$ cat src/lps_pkg.sv
// Shared constants for the lifecycle bus port set.
package lps_pkg;
    localparam int APB_DATA_W = 32;
    localparam int SUB_ADDR_W = 15;
    localparam int WORD_LSB = 2;
    localparam int SUB_IDX_W = SUB_ADDR_W - WORD_LSB;
    localparam int SUB_WAIT_MAX = 512;
    localparam int SUB_CNT_W = 10;
    localparam int OTP_SIZE_BYTES = 16384;
    localparam int KEY_ADDR_W = 10;
    localparam int KEY_MASK_W = 16;
    localparam logic [SUB_CNT_W-1:0] SUB_CNT_LAST = 10'h1ff;
    localparam logic [SUB_CNT_W-1:0] SUB_CNT_RST = 10'h000;
    localparam logic [APB_DATA_W-1:0] DATA_RST = 32'h0000_0000;
    localparam logic [KEY_MASK_W-1:0] MASK_RST = 16'h0000;
    localparam logic [1:0] ALIGN_ZERO = 2'h0;
endpackage

$ cat src/lps_port_set.sv
// Register port, memory manager port and key export port of the lifecycle manager.
//
// Summary of operation
// 15-bit register address, low two bits ignored.
// Register wait at most 512 cycles.
// Memory transfers extend the register wait.
// Manager port toward the one-time memory.
// Memory addresses always word aligned.
// Memory address width is log2 of size.
// Key export: 10-bit address, 32-bit data.
// Key data XOR masked on both halves.
// Mask sideband only when masking enabled.
// Everything runs on the single core clock.
// Asynchronous active-low reset idles all ports.
// Managers follow setup/access, errors fail transfer.
`timescale 1ns/10ps
`default_nettype none
module lps_port_set #(
    parameter int OTP_SIZE_BYTES = lps_pkg::OTP_SIZE_BYTES,
    parameter bit key_mask_disable_param = 1'b0
) (
    input wire logic clk_sys,
    input wire logic arst_n,
    input wire logic [lps_pkg::SUB_ADDR_W-1:0] paddr,
    input wire logic psel,
    input wire logic penable,
    input wire logic pwrite,
    input wire logic [lps_pkg::APB_DATA_W-1:0] pwdata,
    output logic pready,
    output logic [lps_pkg::APB_DATA_W-1:0] prdata,
    output logic pslverr,
    output logic reg_req,
    output logic reg_write,
    output logic [lps_pkg::SUB_IDX_W-1:0] reg_index,
    output logic [lps_pkg::APB_DATA_W-1:0] reg_wdata,
    input wire logic reg_done,
    input wire logic [lps_pkg::APB_DATA_W-1:0] reg_rdata,
    input wire logic reg_err,
    input wire logic otp_cmd_valid,
    input wire logic otp_cmd_write,
    input wire logic [$clog2(OTP_SIZE_BYTES)-1:0] otp_cmd_addr,
    input wire logic [lps_pkg::APB_DATA_W-1:0] otp_cmd_wdata,
    output logic otp_cmd_ready,
    output logic otp_resp_valid,
    output logic [lps_pkg::APB_DATA_W-1:0] otp_resp_rdata,
    output logic otp_resp_err,
    output logic [$clog2(OTP_SIZE_BYTES)-1:0] otp_paddr,
    output logic otp_psel,
    output logic otp_penable,
    output logic otp_pwrite,
    output logic [lps_pkg::APB_DATA_W-1:0] otp_pwdata,
    input wire logic otp_pready,
    input wire logic [lps_pkg::APB_DATA_W-1:0] otp_prdata,
    input wire logic otp_pslverr,
    input wire logic key_cmd_valid,
    input wire logic [lps_pkg::KEY_ADDR_W-1:0] key_cmd_addr,
    input wire logic [lps_pkg::APB_DATA_W-1:0] key_cmd_wdata,
    input wire logic [lps_pkg::KEY_MASK_W-1:0] key_cmd_mask,
    output logic key_cmd_ready,
    output logic key_resp_valid,
    output logic key_resp_err,
    output logic [lps_pkg::KEY_ADDR_W-1:0] key_export_address,
    output logic key_psel,
    output logic key_penable,
    output logic key_pwrite,
    output logic [lps_pkg::APB_DATA_W-1:0] key_export_write_data,
    output logic [lps_pkg::KEY_MASK_W-1:0] key_export_xor_mask,
    input wire logic key_pready,
    input wire logic [lps_pkg::APB_DATA_W-1:0] key_prdata,
    input wire logic key_pslverr
);
    localparam int OTP_ADDR_W = $clog2(OTP_SIZE_BYTES);

    typedef enum logic [1:0] {LPS_SUB_IDLE, LPS_SUB_WAIT, LPS_SUB_RESP} lps_sub_phase_type;
    typedef struct packed {
        lps_sub_phase_type phase;
        logic [lps_pkg::SUB_CNT_W-1:0] cnt;
        logic pready;
        logic [lps_pkg::APB_DATA_W-1:0] prdata;
        logic pslverr;
        logic req;
        logic write;
        logic [lps_pkg::SUB_IDX_W-1:0] index;
        logic [lps_pkg::APB_DATA_W-1:0] wdata;
        logic [lps_pkg::KEY_MASK_W-1:0] key_mask;
        logic [lps_pkg::APB_DATA_W-1:0] key_plain;
    } lps_top_state_type;

    lps_top_state_type st_reg;
    lps_top_state_type st_next;
    logic [lps_pkg::KEY_MASK_W-1:0] mask_eff;
    logic [lps_pkg::APB_DATA_W-1:0] key_masked;
    logic key_take;

    // ------------------------------------------------------------
    // Key masking
    // ------------------------------------------------------------
    // With masking disabled the sideband is held at zero, which leaves the data in clear.
    assign mask_eff = key_mask_disable_param ? lps_pkg::MASK_RST : key_cmd_mask;
    assign key_masked = key_cmd_wdata ^ {mask_eff, mask_eff};
    assign key_take = key_cmd_valid && key_cmd_ready;

    // ------------------------------------------------------------
    // Register port state
    // ------------------------------------------------------------
    always_comb
    begin
        st_next = st_reg;
        st_next.req = 1'b0;
        if (key_take)
        begin
            st_next.key_mask = mask_eff;
            st_next.key_plain = key_cmd_wdata;
        end
        case (st_reg.phase)
            LPS_SUB_IDLE:
            begin
                st_next.pready = 1'b0;
                if (psel && !penable)
                begin
                    st_next.req = 1'b1;
                    st_next.write = pwrite;
                    st_next.index = paddr[lps_pkg::SUB_ADDR_W-1:lps_pkg::WORD_LSB];
                    st_next.wdata = pwdata;
                    st_next.cnt = lps_pkg::SUB_CNT_RST;
                    st_next.phase = LPS_SUB_WAIT;
                end
            end
            LPS_SUB_WAIT:
            begin
                if (reg_done)
                begin
                    st_next.pready = 1'b1;
                    st_next.prdata = st_reg.write ? lps_pkg::DATA_RST : reg_rdata;
                    st_next.pslverr = reg_err;
                    st_next.phase = LPS_SUB_RESP;
                end
                else if (!otp_psel)
                begin
                    // The wait budget is spent only while the memory port is quiet.
                    if (st_reg.cnt == lps_pkg::SUB_CNT_LAST)
                    begin
                        st_next.pready = 1'b1;
                        st_next.prdata = lps_pkg::DATA_RST;
                        st_next.pslverr = 1'b1;
                        st_next.phase = LPS_SUB_RESP;
                    end
                    else
                    begin
                        st_next.cnt = st_reg.cnt + 10'h001;
                    end
                end
            end
            LPS_SUB_RESP:
            begin
                st_next.pready = 1'b0;
                st_next.pslverr = 1'b0;
                st_next.phase = LPS_SUB_IDLE;
            end
            default:
            begin
                st_next.phase = LPS_SUB_IDLE;
            end
        endcase
    end

    always_ff @(posedge clk_sys or negedge arst_n)
    begin
        if (!arst_n)
        begin
            st_reg <= '0;
        end
        else
        begin
            st_reg <= st_next;
        end
    end

    assign pready = st_reg.pready;
    assign prdata = st_reg.prdata;
    assign pslverr = st_reg.pslverr;
    assign reg_req = st_reg.req;
    assign reg_write = st_reg.write;
    assign reg_index = st_reg.index;
    assign reg_wdata = st_reg.wdata;
    assign key_export_xor_mask = st_reg.key_mask;

    // ------------------------------------------------------------
    // Manager ports
    // ------------------------------------------------------------
    lps_apb_manager #(.ADDR_W(OTP_ADDR_W)) u_otp_mgr (
        .clk_sys(clk_sys),
        .arst_n(arst_n),
        .cmd_valid(otp_cmd_valid),
        .cmd_write(otp_cmd_write),
        .cmd_addr(otp_cmd_addr),
        .cmd_wdata(otp_cmd_wdata),
        .cmd_ready(otp_cmd_ready),
        .resp_valid(otp_resp_valid),
        .resp_rdata(otp_resp_rdata),
        .resp_err(otp_resp_err),
        .psel(otp_psel),
        .penable(otp_penable),
        .pwrite(otp_pwrite),
        .paddr(otp_paddr),
        .pwdata(otp_pwdata),
        .pready(otp_pready),
        .prdata(otp_prdata),
        .pslverr(otp_pslverr)
    );

    // Key export is write only; read data from the receiver is not used.
    lps_apb_manager #(.ADDR_W(lps_pkg::KEY_ADDR_W)) u_key_mgr (
        .clk_sys(clk_sys),
        .arst_n(arst_n),
        .cmd_valid(key_cmd_valid),
        .cmd_write(1'b1),
        .cmd_addr(key_cmd_addr),
        .cmd_wdata(key_masked),
        .cmd_ready(key_cmd_ready),
        .resp_valid(key_resp_valid),
        .resp_rdata(),
        .resp_err(key_resp_err),
        .psel(key_psel),
        .penable(key_penable),
        .pwrite(key_pwrite),
        .paddr(key_export_address),
        .pwdata(key_export_write_data),
        .pready(key_pready),
        .prdata(key_prdata),
        .pslverr(key_pslverr)
    );
endmodule
`default_nettype wire

$ cat src/lps_apb_manager.sv
// Generic APB3 manager used for the memory port and the key export port.
`timescale 1ns/10ps
`default_nettype none
module lps_apb_manager #(
    parameter int ADDR_W = 14
) (
    input wire logic clk_sys,
    input wire logic arst_n,
    input wire logic cmd_valid,
    input wire logic cmd_write,
    input wire logic [ADDR_W-1:0] cmd_addr,
    input wire logic [lps_pkg::APB_DATA_W-1:0] cmd_wdata,
    output logic cmd_ready,
    output logic resp_valid,
    output logic [lps_pkg::APB_DATA_W-1:0] resp_rdata,
    output logic resp_err,
    output logic psel,
    output logic penable,
    output logic pwrite,
    output logic [ADDR_W-1:0] paddr,
    output logic [lps_pkg::APB_DATA_W-1:0] pwdata,
    input wire logic pready,
    input wire logic [lps_pkg::APB_DATA_W-1:0] prdata,
    input wire logic pslverr
);
    typedef enum logic [1:0] {LPS_MGR_IDLE, LPS_MGR_SETUP, LPS_MGR_ACCESS} lps_mgr_phase_type;
    typedef struct packed {
        lps_mgr_phase_type phase;
        logic cmd_ready;
        logic psel;
        logic penable;
        logic pwrite;
        logic [ADDR_W-1:0] paddr;
        logic [lps_pkg::APB_DATA_W-1:0] pwdata;
        logic resp_valid;
        logic [lps_pkg::APB_DATA_W-1:0] resp_rdata;
        logic resp_err;
    } lps_mgr_state_type;

    lps_mgr_state_type st_reg;
    lps_mgr_state_type st_next;

    // ------------------------------------------------------------
    // Transfer sequencing
    // ------------------------------------------------------------
    always_comb
    begin
        st_next = st_reg;
        st_next.resp_valid = 1'b0;
        case (st_reg.phase)
            LPS_MGR_IDLE:
            begin
                st_next.cmd_ready = 1'b1;
                if (st_reg.cmd_ready && cmd_valid)
                begin
                    st_next.cmd_ready = 1'b0;
                    st_next.psel = 1'b1;
                    st_next.pwrite = cmd_write;
                    st_next.paddr = {cmd_addr[ADDR_W-1:lps_pkg::WORD_LSB], lps_pkg::ALIGN_ZERO};
                    st_next.pwdata = cmd_wdata;
                    st_next.phase = LPS_MGR_SETUP;
                end
            end
            LPS_MGR_SETUP:
            begin
                st_next.penable = 1'b1;
                st_next.phase = LPS_MGR_ACCESS;
            end
            LPS_MGR_ACCESS:
            begin
                // Address and data stay put until the far end answers.
                if (pready)
                begin
                    st_next.psel = 1'b0;
                    st_next.penable = 1'b0;
                    st_next.resp_valid = 1'b1;
                    st_next.resp_rdata = st_reg.pwrite ? lps_pkg::DATA_RST : prdata;
                    st_next.resp_err = pslverr;
                    st_next.cmd_ready = 1'b1;
                    st_next.phase = LPS_MGR_IDLE;
                end
            end
            default:
            begin
                st_next.phase = LPS_MGR_IDLE;
            end
        endcase
    end

    always_ff @(posedge clk_sys or negedge arst_n)
    begin
        if (!arst_n)
        begin
            st_reg <= '0;
        end
        else
        begin
            st_reg <= st_next;
        end
    end

    assign cmd_ready = st_reg.cmd_ready;
    assign resp_valid = st_reg.resp_valid;
    assign resp_rdata = st_reg.resp_rdata;
    assign resp_err = st_reg.resp_err;
    assign psel = st_reg.psel;
    assign penable = st_reg.penable;
    assign pwrite = st_reg.pwrite;
    assign paddr = st_reg.paddr;
    assign pwdata = st_reg.pwdata;
endmodule
`default_nettype wire

$ cat config.mk
export PLATFORM = sky130hd
export DESIGN_NAME = lps_port_set
export DESIGN_NICKNAME = d
export VERILOG_FILES = /design/src/lps_pkg.sv /design/src/lps_port_set.sv /design/src/lps_apb_manager.sv
export SDC_FILE = /design/constraint.sdc
export NUM_CORES = 1
export LEC_CHECK = 0
export BUFFER_PORTS_ARGS = -buffer_cell sky130_fd_sc_hd__buf_2
export CORE_AREA = 2 2 190 192
export DETAILED_ROUTE_END_ITERATION = 6
export DIE_AREA = 0 0 192 194
export GPL_TIMING_DRIVEN = 0
export HOLD_SLACK_MARGIN = 0.15
export SYNTH_ARGS = -nofsm -noshare
export SYNTH_HDL_FRONTEND = slang
export SYNTH_SLANG_ARGS = --single-unit
export TNS_END_PERCENT = 20
$ cat constraint.sdc
create_clock -name clk_sys -period 3.2 [get_ports clk_sys]
set_input_delay 0.64 -clock clk_sys [delete_from_list [all_inputs] [get_ports clk_sys]]
set_output_delay 0.64 -clock clk_sys [all_outputs]
set_load 0.05 [all_outputs]
; ---- Yosys cells after proc, flatten, opt, wreduce, memory -nomap -nowiden
; Index checks and enable logic that the tools add are counted.
[totals]
reg_bits = 273
latchBits = 0
ramBits = 0
mem_bits_ro = 0
input_bits = 261
out_inout_bits = 229
word_cells = 115
mem_count = 0
[classes]
add_sub_neg = 1
n_mul = 0
div_mod_pow = 0
order_cmp = 0
eq_ne = 18
shifts = 0
muxes = 31
bitwise = 1
reduce_logical = 34
[ops]
columns = operator, n
row1 = $mux 34, 6
row2 = $mux 32, 3
row3 = $mux 47, 2
row4 = $mux 46, 1
row5 = $xor 32x32->32, 1
row6 = $reduce_and 2->1, 11
row7 = $mux 10, 2
row8 = $pmux 10 s2, 1
row9 = $reduce_and 3->1, 6
row10 = $ne 2x2->1 const B, 8
row11 = $reduce_bool 2->1, 8
row12 = $mux 12, 1
row13 = $pmux 2 s2, 3
row14 = $pmux 2 s3, 2
row15 = $add 10x1->10 const B, 1
row16 = $eq 10x9->1 const B, 1
row17 = $mux 5, 2
row18 = $mux 4, 2
row19 = $pmux 1 s2, 4
row20 = $eq 2x1->1 const B, 3
row21 = $eq 2x2->1 const B, 3
row22 = $logic_not 2->1, 3
row23 = $ne 3x3->1 const B, 2
row24 = $reduce_and 5->1, 1
row25 = 5 further kinds, 8

; ---- Depth between registers and ports, before layout
; Gate-level depths: netlist of the first run.
[depth]
word_depth = 5
ltp_mapped = 8

; ---- Cells and area by module
; From an unflattened synthesis of the first run, not the netlist that was laid out.
[unflattened]
hier_cells = 1157
hier_area_um2 = 12967.4
[modules_own_cells]
columns = mod, instances, cells_per_inst, area_each_um2, seq_area_each_um2
row1 = lps_port_set, 1, 497, 5137.4, 2727.6
row2 = lps_apb_manager (u_otp_mgr), 1, 336, 3946.3, 2102.0
row3 = lps_apb_manager (u_key_mgr), 1, 324, 3883.7, 2001.9

; ---- Worst setup path after synthesis of the first run
; No wires, ideal clock.
[synth_path]
path_type = flip-flop to flip-flop
startpoint = register u_key_mgr.st_reg (netlist bit u_key_mgr.cmd_ready)
endpoint = register u_key_mgr.st_reg (netlist bit u_key_mgr.paddr[2])
setup_ps = 125
arrival_time_ps = 1782
setup_slack_ps = 1293
stages_incl_launch_ff = 5
path_buffers = 1
synth_period_minus_slack_ps = 1907
path_cell_list = dfrtp_1 -> nand2_1 -> nor3_1 -> buf_2 -> mux2_2
[synth_between]
elab_chain_len = 2
[synth_rtl]
columns = element, line
row1 = "start, declared", lps_apb_manager.sv:40  ; lps_mgr_state_type st_reg;
row2 = "start signal, assigned", lps_apb_manager.sv:98  ; st_reg <= st_next;
row3 = $logic_and 1x1->1, lps_apb_manager.sv:54  ; if (st_reg.cmd_ready && cmd_valid)
row4 = $reduce_and 2->1 (no source line), -
; Every way passes these cells.
; A chain may end at the register's enable or synchronous reset.

; ---- Worst setup path in the final report of the first run
[layout_path]
startpoint = register st_reg[140] in the netlist's numbering
endpoint = register st_reg (netlist bit prdata[13])
[layout_between]
elab_chain_len = 2
[layout_rtl]
columns = element, line
row1 = "start, declared", lps_port_set.sv:89  ; lps_top_state_type st_reg;
row2 = "start signal, assigned", lps_port_set.sv:175  ; st_reg <= st_next;
row3 = $eq 2x1->1, lps_port_set.sv:115  ; case (st_reg.phase)
row4 = $reduce_and 3->1 (no source line), -
; Every way passes these cells.

==> results of run 1 <==
==> report_power, final <==
part / switching, mW / internal [mW]
Clock: 1.28 / 1.94
Sequential: 0.793 / 4.47
Combinational: 7.24 / 3.89
Total: 9.31 / 10.3
==> how the worst min path moves through the flow <==
stage / from / end / slack [ns]
after global placement: u_key_mgr.pwrite / u_key_mgr.pwrite / 0.45
after CTS: otp_pslverr / u_otp_mgr.resp_err / 0.28
after global routing: otp_pslverr / u_otp_mgr.resp_err / 0.29
after floorplan: arst_n / key_export_xor_mask[0] / 0.34
final: otp_pslverr / u_otp_mgr.resp_err / 0.31
after detailed placement: u_key_mgr.pwrite / u_key_mgr.pwrite / 0.46
==> layout by cell type (no fill, tap or decap), types with 3 or more instances in the layout <==
cell type,instances
a21oi_1,43
a22o_1,32
a31oi_1,4
buf_2,459
buf_4,214
buf_6,10
clkbuf_1,20
clkbuf_16,29
clkbuf_8,9
clkinv_2,7
conb_1,4
dfrtp_1,241
ha_1,6
inv_1,12
mux2_2,120
nand2_1,50
nand2b_1,34
nand3_1,4
nand4_1,3
nor2_1,44
nor3_1,5
o211ai_1,4
o21ai_0,35
o31ai_1,3
xnor2_1,32
==> routing by layer <==
layer / track usage (%) / part of all wire, %
met1: 18.9 / 41
met2: 27.1 / 49
met3: 4.04 / 7.9
met4: 3.53 / 1.7
met5: 0 / 0.037
==> worst max-delay path: stages (launching register included) <==
cell and delay, ns:
dfrtp_1 0.43, inv_1 0.14, ha_1 0.18, buf_6 0.13, inv_1 0.11, nor3_1 0.50
clkbuf_1 0.47, a22o_1 0.23
==> layout make-up <==
| type | instances | area [µm²] |
|---|---|---|
| buffer | 254 | 1850 |
| clock buffer | 42 | 865 |
| clock inverter | 10 | 82.6 |
| fill | 3425 | 20100 |
| inverter | 12 | 45.0 |
| multi-input combinational | 456 | 3390 |
| sequential | 241 | 6030 |
| tap | 461 | 577 |
| timing repair buffer | 450 | 2310 |
==> timing repair <==
item / CTS / global route
setup endpoints to repair: 0 / 0
hold buffers: 1 / 0
hold endpoints to repair: 37 / 0
==> cells by family (layout without fill, tap and decap cells) <==
family / count (synthesis) / in the layout / share of synthesized area, %
AOI/OAI and AO/OA: 136 / 136 / 7.85
muxes: 121 / 121 / 12.0
and+or+nand+nor: 157 / 157 / 6.86
other: 1 / 4 / 0.0332
xor gates and xnor gates: 32 / 32 / 2.48
buffers and inverters: 266 / 768 / 16.7
DFF: 241 / 241 / 53.3
adders and majority gates: 6 / 6 / 0.664
==> impl_results.md, run 1 <==
* Status: complete, no violations
* Mapped Avg Cell Area at 11.8 µm²
* P_leak at 7.74 nW
* Measured slew at the worst slew-check pin at 0.844 ns
* Worst-Skew Late Latency at 0.54 ns
* Number of synthesized flops with an enable pin at 0
* Num CTS Buffers at 28
* # setup viols final at 0
* Worst hold path depth at 3
* Worst Path Max Fanout at 10
* Reg2reg start: st_reg[140]
* Area contributors post-synth: dfrtp_1 53%, buf_4 14%, mux2_2 12%, a22o_1 2.5%, xnor2_1 2.5%
* Setup tns final at 0 ns
* Cells after synthesis at 960
* Crit end category: flop
* Worst hold path type: input port to flop
* Top cell type by total area after synthesis: dfrtp_1
* Final Cycle Share at 70.4%
* Clock Sinks at 241
* PostCTS Resize Cnt at 0
* FP Rows at 69
* Initial Util at 32.1%
* Crit path launch type: flop
* Final #Nets at 1,710
* MaxCap Viol Count at 0
* Worst Clk Skew at 0.00997 ns
* Non-Filler Instances at 1,926
* CTS tree: yes
* Critical path endpoint: prdata[13]
* DR DRC count at 0
* Die height at 194 µm
* Setup Fix Bufs, Post-CTS at 0
* DRT Pass-1 Iters at 5
* Reg2reg setup slack at 0.95 ns
* Synthesis-stage register bit count at 241
* Final min period at 2.25 ns
* Reg clk slew, reported paths at 0.06 ns
* Distinct cells, synth at 51
* Die area at 37,200 µm²
* RePlAce Congestion at 0.796
* CORE AREA at 35,200 µm²
* Pre-CTS setup slack at 0.817 ns
* Slew Limit Fails at 0
* Detailed Route Iter0 Violations at 366
* I/O pin cnt at 490
* Inst Count DP at 1,873
* H-tree depth at 1
* Area after DPL at 14,200 µm²
* Drt total wl at 29,900 µm
* Final WS setup at 0.948 ns
* WL/cell at 15.5 µm
* Crit path launch: st_reg[140]
* Final instance area at 15,200 µm²
* Post-route ant nets at 0
* CP Class: flop to flop
* Maximum clock rate at 444 MHz
* Post-synth top flop: dfrtp_1
* Largest net degree at the start of global routing at 112
* Area share of the largest cell type after synthesis at 53.3%
* First-pass GRT wire length at 45,800 µm
* Port buffer count at 447
* Number of global-route vias before repair at 8,431
* RSZ-0062 raised after global routing: no
* Core Util, Final at 43.0%
* Via count at 8,318
* Vias per std cell at 4.32
* Clock root cell: clkbuf_16
* Worst VDD drop at 0.675 mV
* Most instantiated library cell after synthesis: dfrtp_1
* Fin Hold WS at 0.305 ns
* Initial antenna violation count at 2
* Pwr per Cell Area at 1290 nW/µm²
* DP HPWL at 22,800 µm
* Fin. Hold Viols at 0
* Clock buffer depth at 3
* Final Total Pwr at 19.6 mW
* Asr flop ratio synth at 100%
* CP required at 3.67 ns
* Relative slew slack at 43.4%
* Most frequent cells after synthesis: 241 x dfrtp_1, 214 x buf_4, 120 x mux2_2, 50 x nand2_1, 44 x nor2_1
* R2r worst-path depth at 7
* Worst R2R End: prdata[13]
* Critical path data arrival time at 2.72 ns
* Overflow after GRT at 0
* Synthesized area at 11,300 µm²
* Area Growth Syn to Fin at 34.0%
* YS warnings at 0
* Die W at 192 µm
* Seq/Total Area, Yosys at 53.3%
* Total Routing Usage GR at 15.5%
* # diodes at 0
* Share of cells above drive strength 1 at 59.1%
Note: power is estimated with default switching activity, not from simulation.
==> run 2: changes to the inputs <==
==> constraint.sdc (replaced) <==
create_clock -name clk_sys -period 1.9 [get_ports clk_sys]
set_input_delay 0.38 -clock clk_sys [delete_from_list [all_inputs] [get_ports clk_sys]]
set_output_delay 0.38 -clock clk_sys [all_outputs]
set_load 0.05 [all_outputs]
==> impl_results.md, run 2 (same netlist as run 1, synthesis figures left out) <==
* Most common cell after layout, fill and taps aside: buf_2
* Layout fillers at 3,129 (-8.6%)
* Initial Util at 32.1% (unchanged)
* Share of cells above drive strength 1 at 52.6% (-6.5 points)
* RePlAce Congestion at 0.797 (+0.14%)
* H-tree depth at 1 (unchanged)
* CP required at 2.37 ns (-1.30 ns)
* DRT Pass-1 Iters at 4 (-1)
* Vias per std cell at 4.35 (+0.74%)
* Slew Limit Fails at 0 (unchanged)
* Worst hold path type: input port to flop
* Final Cycle Share at 101% (+31 points)
* Measured slew at the worst slew-check pin at 0.632 ns (-0.212 ns)
* Status: finished, violations left
* DP HPWL at 22,700 µm (-0.56%)
* Clock buffer depth at 3 (unchanged)
* Maximum clock rate at 519 MHz (+17%)
* Worst VDD drop at 1.27 mV (+87%)
* Fin Hold WS at 0.174 ns (-0.131 ns)
* Clock root cell: clkbuf_16
* Num CTS Buffers at 28 (unchanged)
* Clock share of power at 15.3% (-1.1 points)
* Fin. Hold Viols at 0 (unchanged)
* Die W at 192 µm (unchanged)
* Pre-CTS setup slack at -0.660 ns (-1.48 ns)
* Largest net degree at the start of global routing at 116 (+3.6%)
* Port buffer count at 447 (unchanged)
* Final min period at 1.93 ns (-0.327 ns)
* Failing checks: setup timing
* Sw Pwr at 16.0 mW (+72%)
* Max incr delay on CP at 0.51 ns (about the same)
* Worst Clk Skew at 0.0120 ns (+0.00201 ns)
* CTS tree: yes
* Logic gate share of total power at 58.2% (+1.5 points)
* CORE AREA at 35,200 µm² (unchanged)
* Reg clk slew, reported paths at 0.06 ns (about the same)
* Detailed Route Iter0 Violations at 258 (-30%)
* I/O pin cnt at 490 (unchanged)
* Worst Path Max Fanout at 8 (-2)
* DR DRC count at 0 (unchanged)
* WL/cell at 15.5 µm (-0.20%)
* Critical path data arrival time at 2.40 ns (-0.32 ns)
* Via count at 9,385 (+13%)
* Area Growth Syn to Fin at 54.8%
* Pint at 17.7 mW (+72%)
* Die height at 194 µm (unchanged)
* Number of global-route vias before repair at 9,952 (+18%)
* FP Rows at 69 (unchanged)
* Setup tns final at -0.0550 ns (-0.0550 ns)
* Crit path launch type: flop
* Relative slew slack at 57.9% (+14 points)
* Area after DPL at 14,200 µm² (about the same)
* Critical path buffer and inverter count at 3 (-1)
* # setup viols final at 5 (+5)
* Switch share at 47.4% (about the same)
* Final instance area at 17,500 µm² (+15%)
* P_leak at 8.70 nW (+12%)
* Pwr per Cell Area at 1930 nW/µm² (+49%)
* Final #Nets at 1,941 (+14%)
* CP Class: flop to flop
* Drt total wl at 33,400 µm (+12%)
* Most frequent cells in the layout: 456 x buf_2, 237 x dfrtp_1, 230 x buf_4, 217 x dlygate4sd3_1, 120 x mux2_2
* Post-route ant nets at 0 (unchanged)
* Sequential Power Share at 26.5% (-0.3 points)
* Overflow after GRT at 0 (unchanged)
* Final WS setup at -0.0255 ns (-0.973 ns)
* Crit-path most repeated cell: buf_6
* Die area at 37,200 µm² (unchanged)
* RSZ-0062 raised after global routing: yes
* Total Routing Usage GR at 17.2% (+1.7 points)
* Clock Sinks at 241 (unchanged)
* Worst-Skew Late Latency at 0.54 ns (about the same)
* Slowest CP cell: or4_1
* Top cell family by delay on the critical path: simple AND/OR/NAND/NOR gates
* Crit end category: flop
* MaxCap Viol Count at 0 (unchanged)
* First-pass GRT wire length at 51,500 µm (+12%)
* Initial antenna violation count at 1 (-1)
* Ordered list of cells on the worst path: inv_2 > ha_4 > buf_6 > and2_4 > a211o_1 > buf_6 > or4_1 > nand3_1
-- run 2: changes by cell type in the layout (fill, tap and decap cells not counted), moves of 4 or more --
| cell | before | now |
|---|---|---|
| dlygate4sd3_1 | 1 | 217 |
| buf_4 | 214 | 230 |
| clkbuf_8 | 9 | 3 |
| clkbuf_1 | 20 | 25 |
| clkinv_2 | 7 | 3 |
| dfrtp_1 | 241 | 237 |
| dfrtp_2 | 0 | 4 |
-- run 2: routing by layer --
metal	routed length (µm)	GRT usage [%]	share of wire (%)
met5	0	0	0
met4	1470	7.32	4.4
met3	1780	2.90	5.3
met2	16700	30.7	50
met1	13500	20.2	40
-- run 2: power groups by stage --
stage | clock network [mW] | registers (mW) | logic [mW]
floorplan | 0 | 9.03 | 14.8
global placement | 0 | 8.82 | 18.8
detailed placement | 0 | 8.91 | 18.9
CTS | 5.33 | 8.88 | 19.4
global route | 5.56 | 9.23 | 20.7
finish | 5.17 | 8.94 | 19.7
-- run 2: worst paths after layout --
kind	from	to	slack [ns]	depth (start not counted)
min	key_cmd_wdata[2]	u_key_mgr.pwdata[2]	0.17	3
min in group asynchronous	arst_n	u_otp_mgr.pwdata[3]	0.33	2
max reg2reg	st_reg[140]	st_reg[134]	-0.03	8
min reg2reg	u_key_mgr.pwrite	u_key_mgr.pwrite	0.47	1
max in group asynchronous	arst_n	u_key_mgr.pwdata[24]	0.63	3
max	st_reg[140]	st_reg[134]	-0.03	8
-- run 2: worst min-delay path, cell delays in order --
cell and delay [ns]:
buf_2 0.08, xnor2_1 0.13, a21oi_1 0.07
-- run 2: layout make-up --
| cell class | count | area [µm²] | share of cell area [%] |
|---|---|---|---|
| Buffer | 254 | 1890 | 10.8 |
| Clock buffer | 47 | 823 | 4.70 |
| Tap cell | 461 | 577 | 3.30 |
| Sequential cell | 241 | 6040 | 34.5 |
| Clock inverter | 4 | 45.0 | 0.257 |
| Antenna cell | 1 | 2.50 | 0.0143 |
| Inverter | 12 | 45.0 | 0.257 |
| Timing Repair Buffer | 681 | 4590 | 26.2 |
| Multi-Input combinational cell | 456 | 3500 | 20.0 |
-- run 2: what timing repair did --
| action | CTS | global route |
|---|---|---|
| hold buffers | 217 | 0 |
| gates resized for setup | 21 | 19 |
| pin swaps | 2 | 6 |
| hold endpoints to repair | 260 | 0 |
| setup endpoints to repair | 148 | 132 |
| buffers inserted | 1 | 14 |
-- run 2: metrics by stage --
stage                     power [mW]  util (%)  instances
final                           33.8      49.7       2157
after global routing            35.5      49.7       2157
after CTS                       33.6      49.2       2142
after detailed placement        27.8      40.3       1873
after global placement          27.6      40.1       1871
after floorplan                 23.8         -        963
==> run 3: changes to the inputs <==
--- a/config.mk
+++ b/config.mk
@@ -5,10 +5,11 @@
 export SDC_FILE = /design/constraint.sdc
 export NUM_CORES = 1
 export LEC_CHECK = 0
+export ABC_AREA = 1
 export BUFFER_PORTS_ARGS = -buffer_cell sky130_fd_sc_hd__buf_2
-export CORE_AREA = 2 2 190 192
+export CORE_AREA = 2 2 192 194
 export DETAILED_ROUTE_END_ITERATION = 6
-export DIE_AREA = 0 0 192 194
+export DIE_AREA = 0 0 194 196
 export GPL_TIMING_DRIVEN = 0
 export HOLD_SLACK_MARGIN = 0.15
 export SYNTH_ARGS = -nofsm -noshare
==> impl_results.md, run 3 <==
* Largest net degree at the start of global routing at 107 (-7.8%)
* CTS tree: yes
* Critical path data arrival time at 2.24 ns (-0.16 ns)
* CP Class: flop to flop
* Status: complete, no violations
* YS warnings at 0 (unchanged)
* MaxCap Viol Count at 0 (unchanged)
* Detailed Route Iter0 Violations at 431 (+67%)
* RSZ-0062 raised after global routing: yes
* Clock buffer depth at 3 (unchanged)
* Num CTS Buffers at 28 (unchanged)
* Multi-input gate area at 3580 µm² (+2.4%)
* Asr flop ratio synth at 100% (unchanged)
* Final Cycle Share at 95.8% (-5.5 points)
* Die area at 38,000 µm² (+2.1%)
* Mapped Avg Cell Area at 9.16 µm² (-22%)
* Reg clk slew, reported paths at 0.06 ns (about the same)
* Worst Path Max Fanout at 10 (+2)
* Area Growth Syn to Fin at 51.8%
* Die W at 194 µm (+1.0%)
* FP Rows at 70 (+1.4%)
* Synthesis-stage register bit count at 241 (unchanged)
* Synthesized area at 11,500 µm² (+1.9%)
* Post-synth top flop: dfrtp_1
* Cells after synthesis at 1,258 (+31%)
* Fin. Hold Viols at 0 (unchanged)
* Die height at 196 µm (+1.0%)
* P_leak at 9.39 nW (+7.9%)
* Top cell type by total area after synthesis: dfrtp_1
* Vias per std cell at 4.25 (-2.3%)
* Area after DPL at 14,400 µm² (+1.5%)
* Clock root cell: clkbuf_16
* Clock Sinks at 241 (unchanged)
* Worst VDD drop at 1.06 mV (-16%)
* Final #Nets at 2,221 (+14%)
* Gr busiest metal: met2
* Overflow after GRT at 0 (unchanged)
* Ordered list of cells on the worst path: inv_1 > ha_1 > buf_4 > nand2_1 > o21ai_0 > and2b_1 > nand3_4 > buf_4 > nand2_1 > o21ai_1
* Port buffer count at 447 (unchanged)
* First-pass GRT wire length at 55,000 µm (+6.8%)
* Most instantiated library cell after synthesis: nand2_1
* Slew Limit Fails at 0 (unchanged)
* Slowest CP cell: dfrtp_1
* Met3 usage at 3.71% (+0.82 points)
* Crit path launch type: flop
* DR DRC count at 0 (unchanged)
* Worst-Skew Late Latency at 0.55 ns (about the same)
* # setup viols final at 0 (-5)
* Final instance area at 17,500 µm² (-0.11%)
* DP HPWL at 24,300 µm (+7.2%)
* Seq/Total Area, Yosys at 52.4% (-0.97 points)
* Setup tns final at 0 ns (+0.0550 ns)
* Initial Util at 31.9% (-0.18 points)
* Drt total wl at 34,500 µm (+3.3%)
* Worst hold path type: input port to flop
* Area share of the largest cell type after synthesis at 52.4% (-0.97 points)
* RePlAce Congestion at 0.814 (+2.0%)
* Number of synthesized flops with an enable pin at 0 (unchanged)
* WL/cell at 14.1 µm (-8.9%)
* Initial antenna violation count at 2 (+1)
* CP required at 2.32 ns (-0.05 ns)
* GRT met1 Usage at 21.3% (+1.1 points)
* Distinct cells, synth at 30 (-41%)
* Via count at 10,400 (+11%)
* Post-route ant nets at 0 (unchanged)
* Final min period at 1.82 ns (-0.105 ns)
* Share of cells above drive strength 1 at 41.8% (-11 points)
* Layout fillers at 3,403 (+8.8%)
* Number of global-route vias before repair at 10,800 (+8.0%)
* DRT Pass-1 Iters at 4 (unchanged)
* H-tree depth at 1 (unchanged)
* I/O pin cnt at 490 (unchanged)
* Relative slew slack at 58.9% (+1.1 points)
* M2 GR Usage at 30.6% (-0.17 points)
* Total Routing Usage GR at 17.7% (+0.49 points)
* Most frequent cells after synthesis: 483 x nand2_1, 241 x dfrtp_1, 215 x buf_4, 76 x o21ai_1
* Max incr delay on CP at 0.38 ns (-0.13 ns)
* Measured slew at the worst slew-check pin at 0.616 ns (-0.0160 ns)
* Area contributors post-synth: dfrtp_1 52%, nand2_1 16%, buf_4 14%, o21ai_1 3.3%, o21ai_2 2.4%
* Pwr per Cell Area at 1870 nW/µm² (-3.3%)
* CORE AREA at 36,100 µm² (+2.4%)
* Final Total Pwr at 32.6 mW (-3.4%)
* Most common cell after layout, fill and taps aside: nand2_1
* Worst Clk Skew at 0.0142 ns (+0.00218 ns)
* Maximum clock rate at 549 MHz (+5.8%)
* Crit end category: flop
* Most frequent cells in the layout: 483 x nand2_1, 459 x buf_2, 240 x dfrtp_1, 216 x buf_4, 213 x dlygate4sd3_1
* Sequential cell area at 6030 µm² (about the same)
## run 3: changes by cell type after synthesis, moves of 28 or more
| cell | delta |
|---|---|
| nand2_1 | +433 |
| mux2_2 | -104 |
| o21ai_1 | +76 |
| a21oi_1 | -42 |
| nand2b_1 | -34 |
| a22o_1 | -32 |
| o21ai_0 | -32 |
| o21ai_2 | +32 |
| nor2_1 | -30 |
| nand2_2 | +28 |
## run 3: kinds of logic (layout without fill, tap and decap cells)
group / after synthesis / after routing / share of synthesized area [%]
compound gates: 114 / 114 / 6.04
xor+xnor: 32 / 32 / 2.43
fa+ha+maj: 6 / 6 / 0.652
buf+inv: 285 / 998 / 16.8
flops: 241 / 241 / 52.4
mux: 16 / 16 / 1.56
other cells: 1 / 6 / 0.0326
simple gates: 563 / 563 / 20.1
## run 3: what timing repair did
item | in CTS | in global routing
endpoints found under the setup margin | 42 | 93
endpoints found under the hold margin | 303 | 0
setup buffers | 0 | 1
gates resized for setup | 4 | 9
hold buffers | 213 | 0
## run 3: path summary, 6_finish.rpt
check / cells after the start / from / slack, ns / end
setup / recovery: 10 / st_reg[140] / 0.08 / st_reg[135]
hold / removal: 3 / key_cmd_wdata[0] / 0.17 / u_key_mgr.pwdata[0]
setup reg to reg: 10 / st_reg[140] / 0.08 / st_reg[135]
hold reg to reg: 2 / u_otp_mgr.penable / 0.47 / u_otp_mgr.penable
max in group asynchronous: 3 / arst_n / 0.73 / reg_index[12]
min in group asynchronous: 2 / arst_n / 0.29 / st_reg[132]
## run 3: per-stage QoR
stage          cells  utilization, %  worst slack (ns)  hold WS (ns)
6_report        2444            48.4            0.0793         0.170
5_1_grt         2444            48.4           -0.0364         0.166
4_1_cts         2441            48.4            0.0225         0.151
3_5_place_dp    2178            40.0            -0.223         0.275
3_3_place_gp    2176            39.8             -4.20         0.456
2_1_floorplan   1261               -             0.169        0.0844
## run 3: routing by layer
metal	routed length [µm]	up-vias	share of wire, %
li1	-	5109	-
met1	14100	4848	41
met2	16800	340	49
met3	2110	92	6.1
met4	1460	0	4.2
met5	0	-	0
## run 3: area by class of cell
| type | instances | share of cell area (%) |
|---|---|---|
| clock buffer | 42 | 4.66 |
| antenna | 2 | 0.0286 |
| timing repair buffer | 663 | 25.4 |
| buffer | 262 | 10.7 |
| sequential | 241 | 34.5 |
| clock inverter | 8 | 0.401 |
| multi-input combinational | 735 | 20.5 |
| tap | 468 | 3.35 |
| inverter | 23 | 0.494 |
## run 3: worst max-delay path: cells and delay by family (launching register included)
| kind | cells | cell delay, ns |
|---|---|---|
| flops | 1 | 0.38 |
| compound gates | 2 | 0.13 |
| buf+inv | 3 | 0.47 |
| fa+ha+maj | 1 | 0.18 |
| simple gates | 4 | 0.53 |
## run 3: power breakdown
group | leakage [nW] | total [mW] | internal, mW | switching, mW
registers | 3.03 | 8.75 | 7.41 | 1.34
clock network | 0.431 | 5.21 | 3.08 | 2.14
logic | 5.93 | 18.7 | 6.04 | 12.6
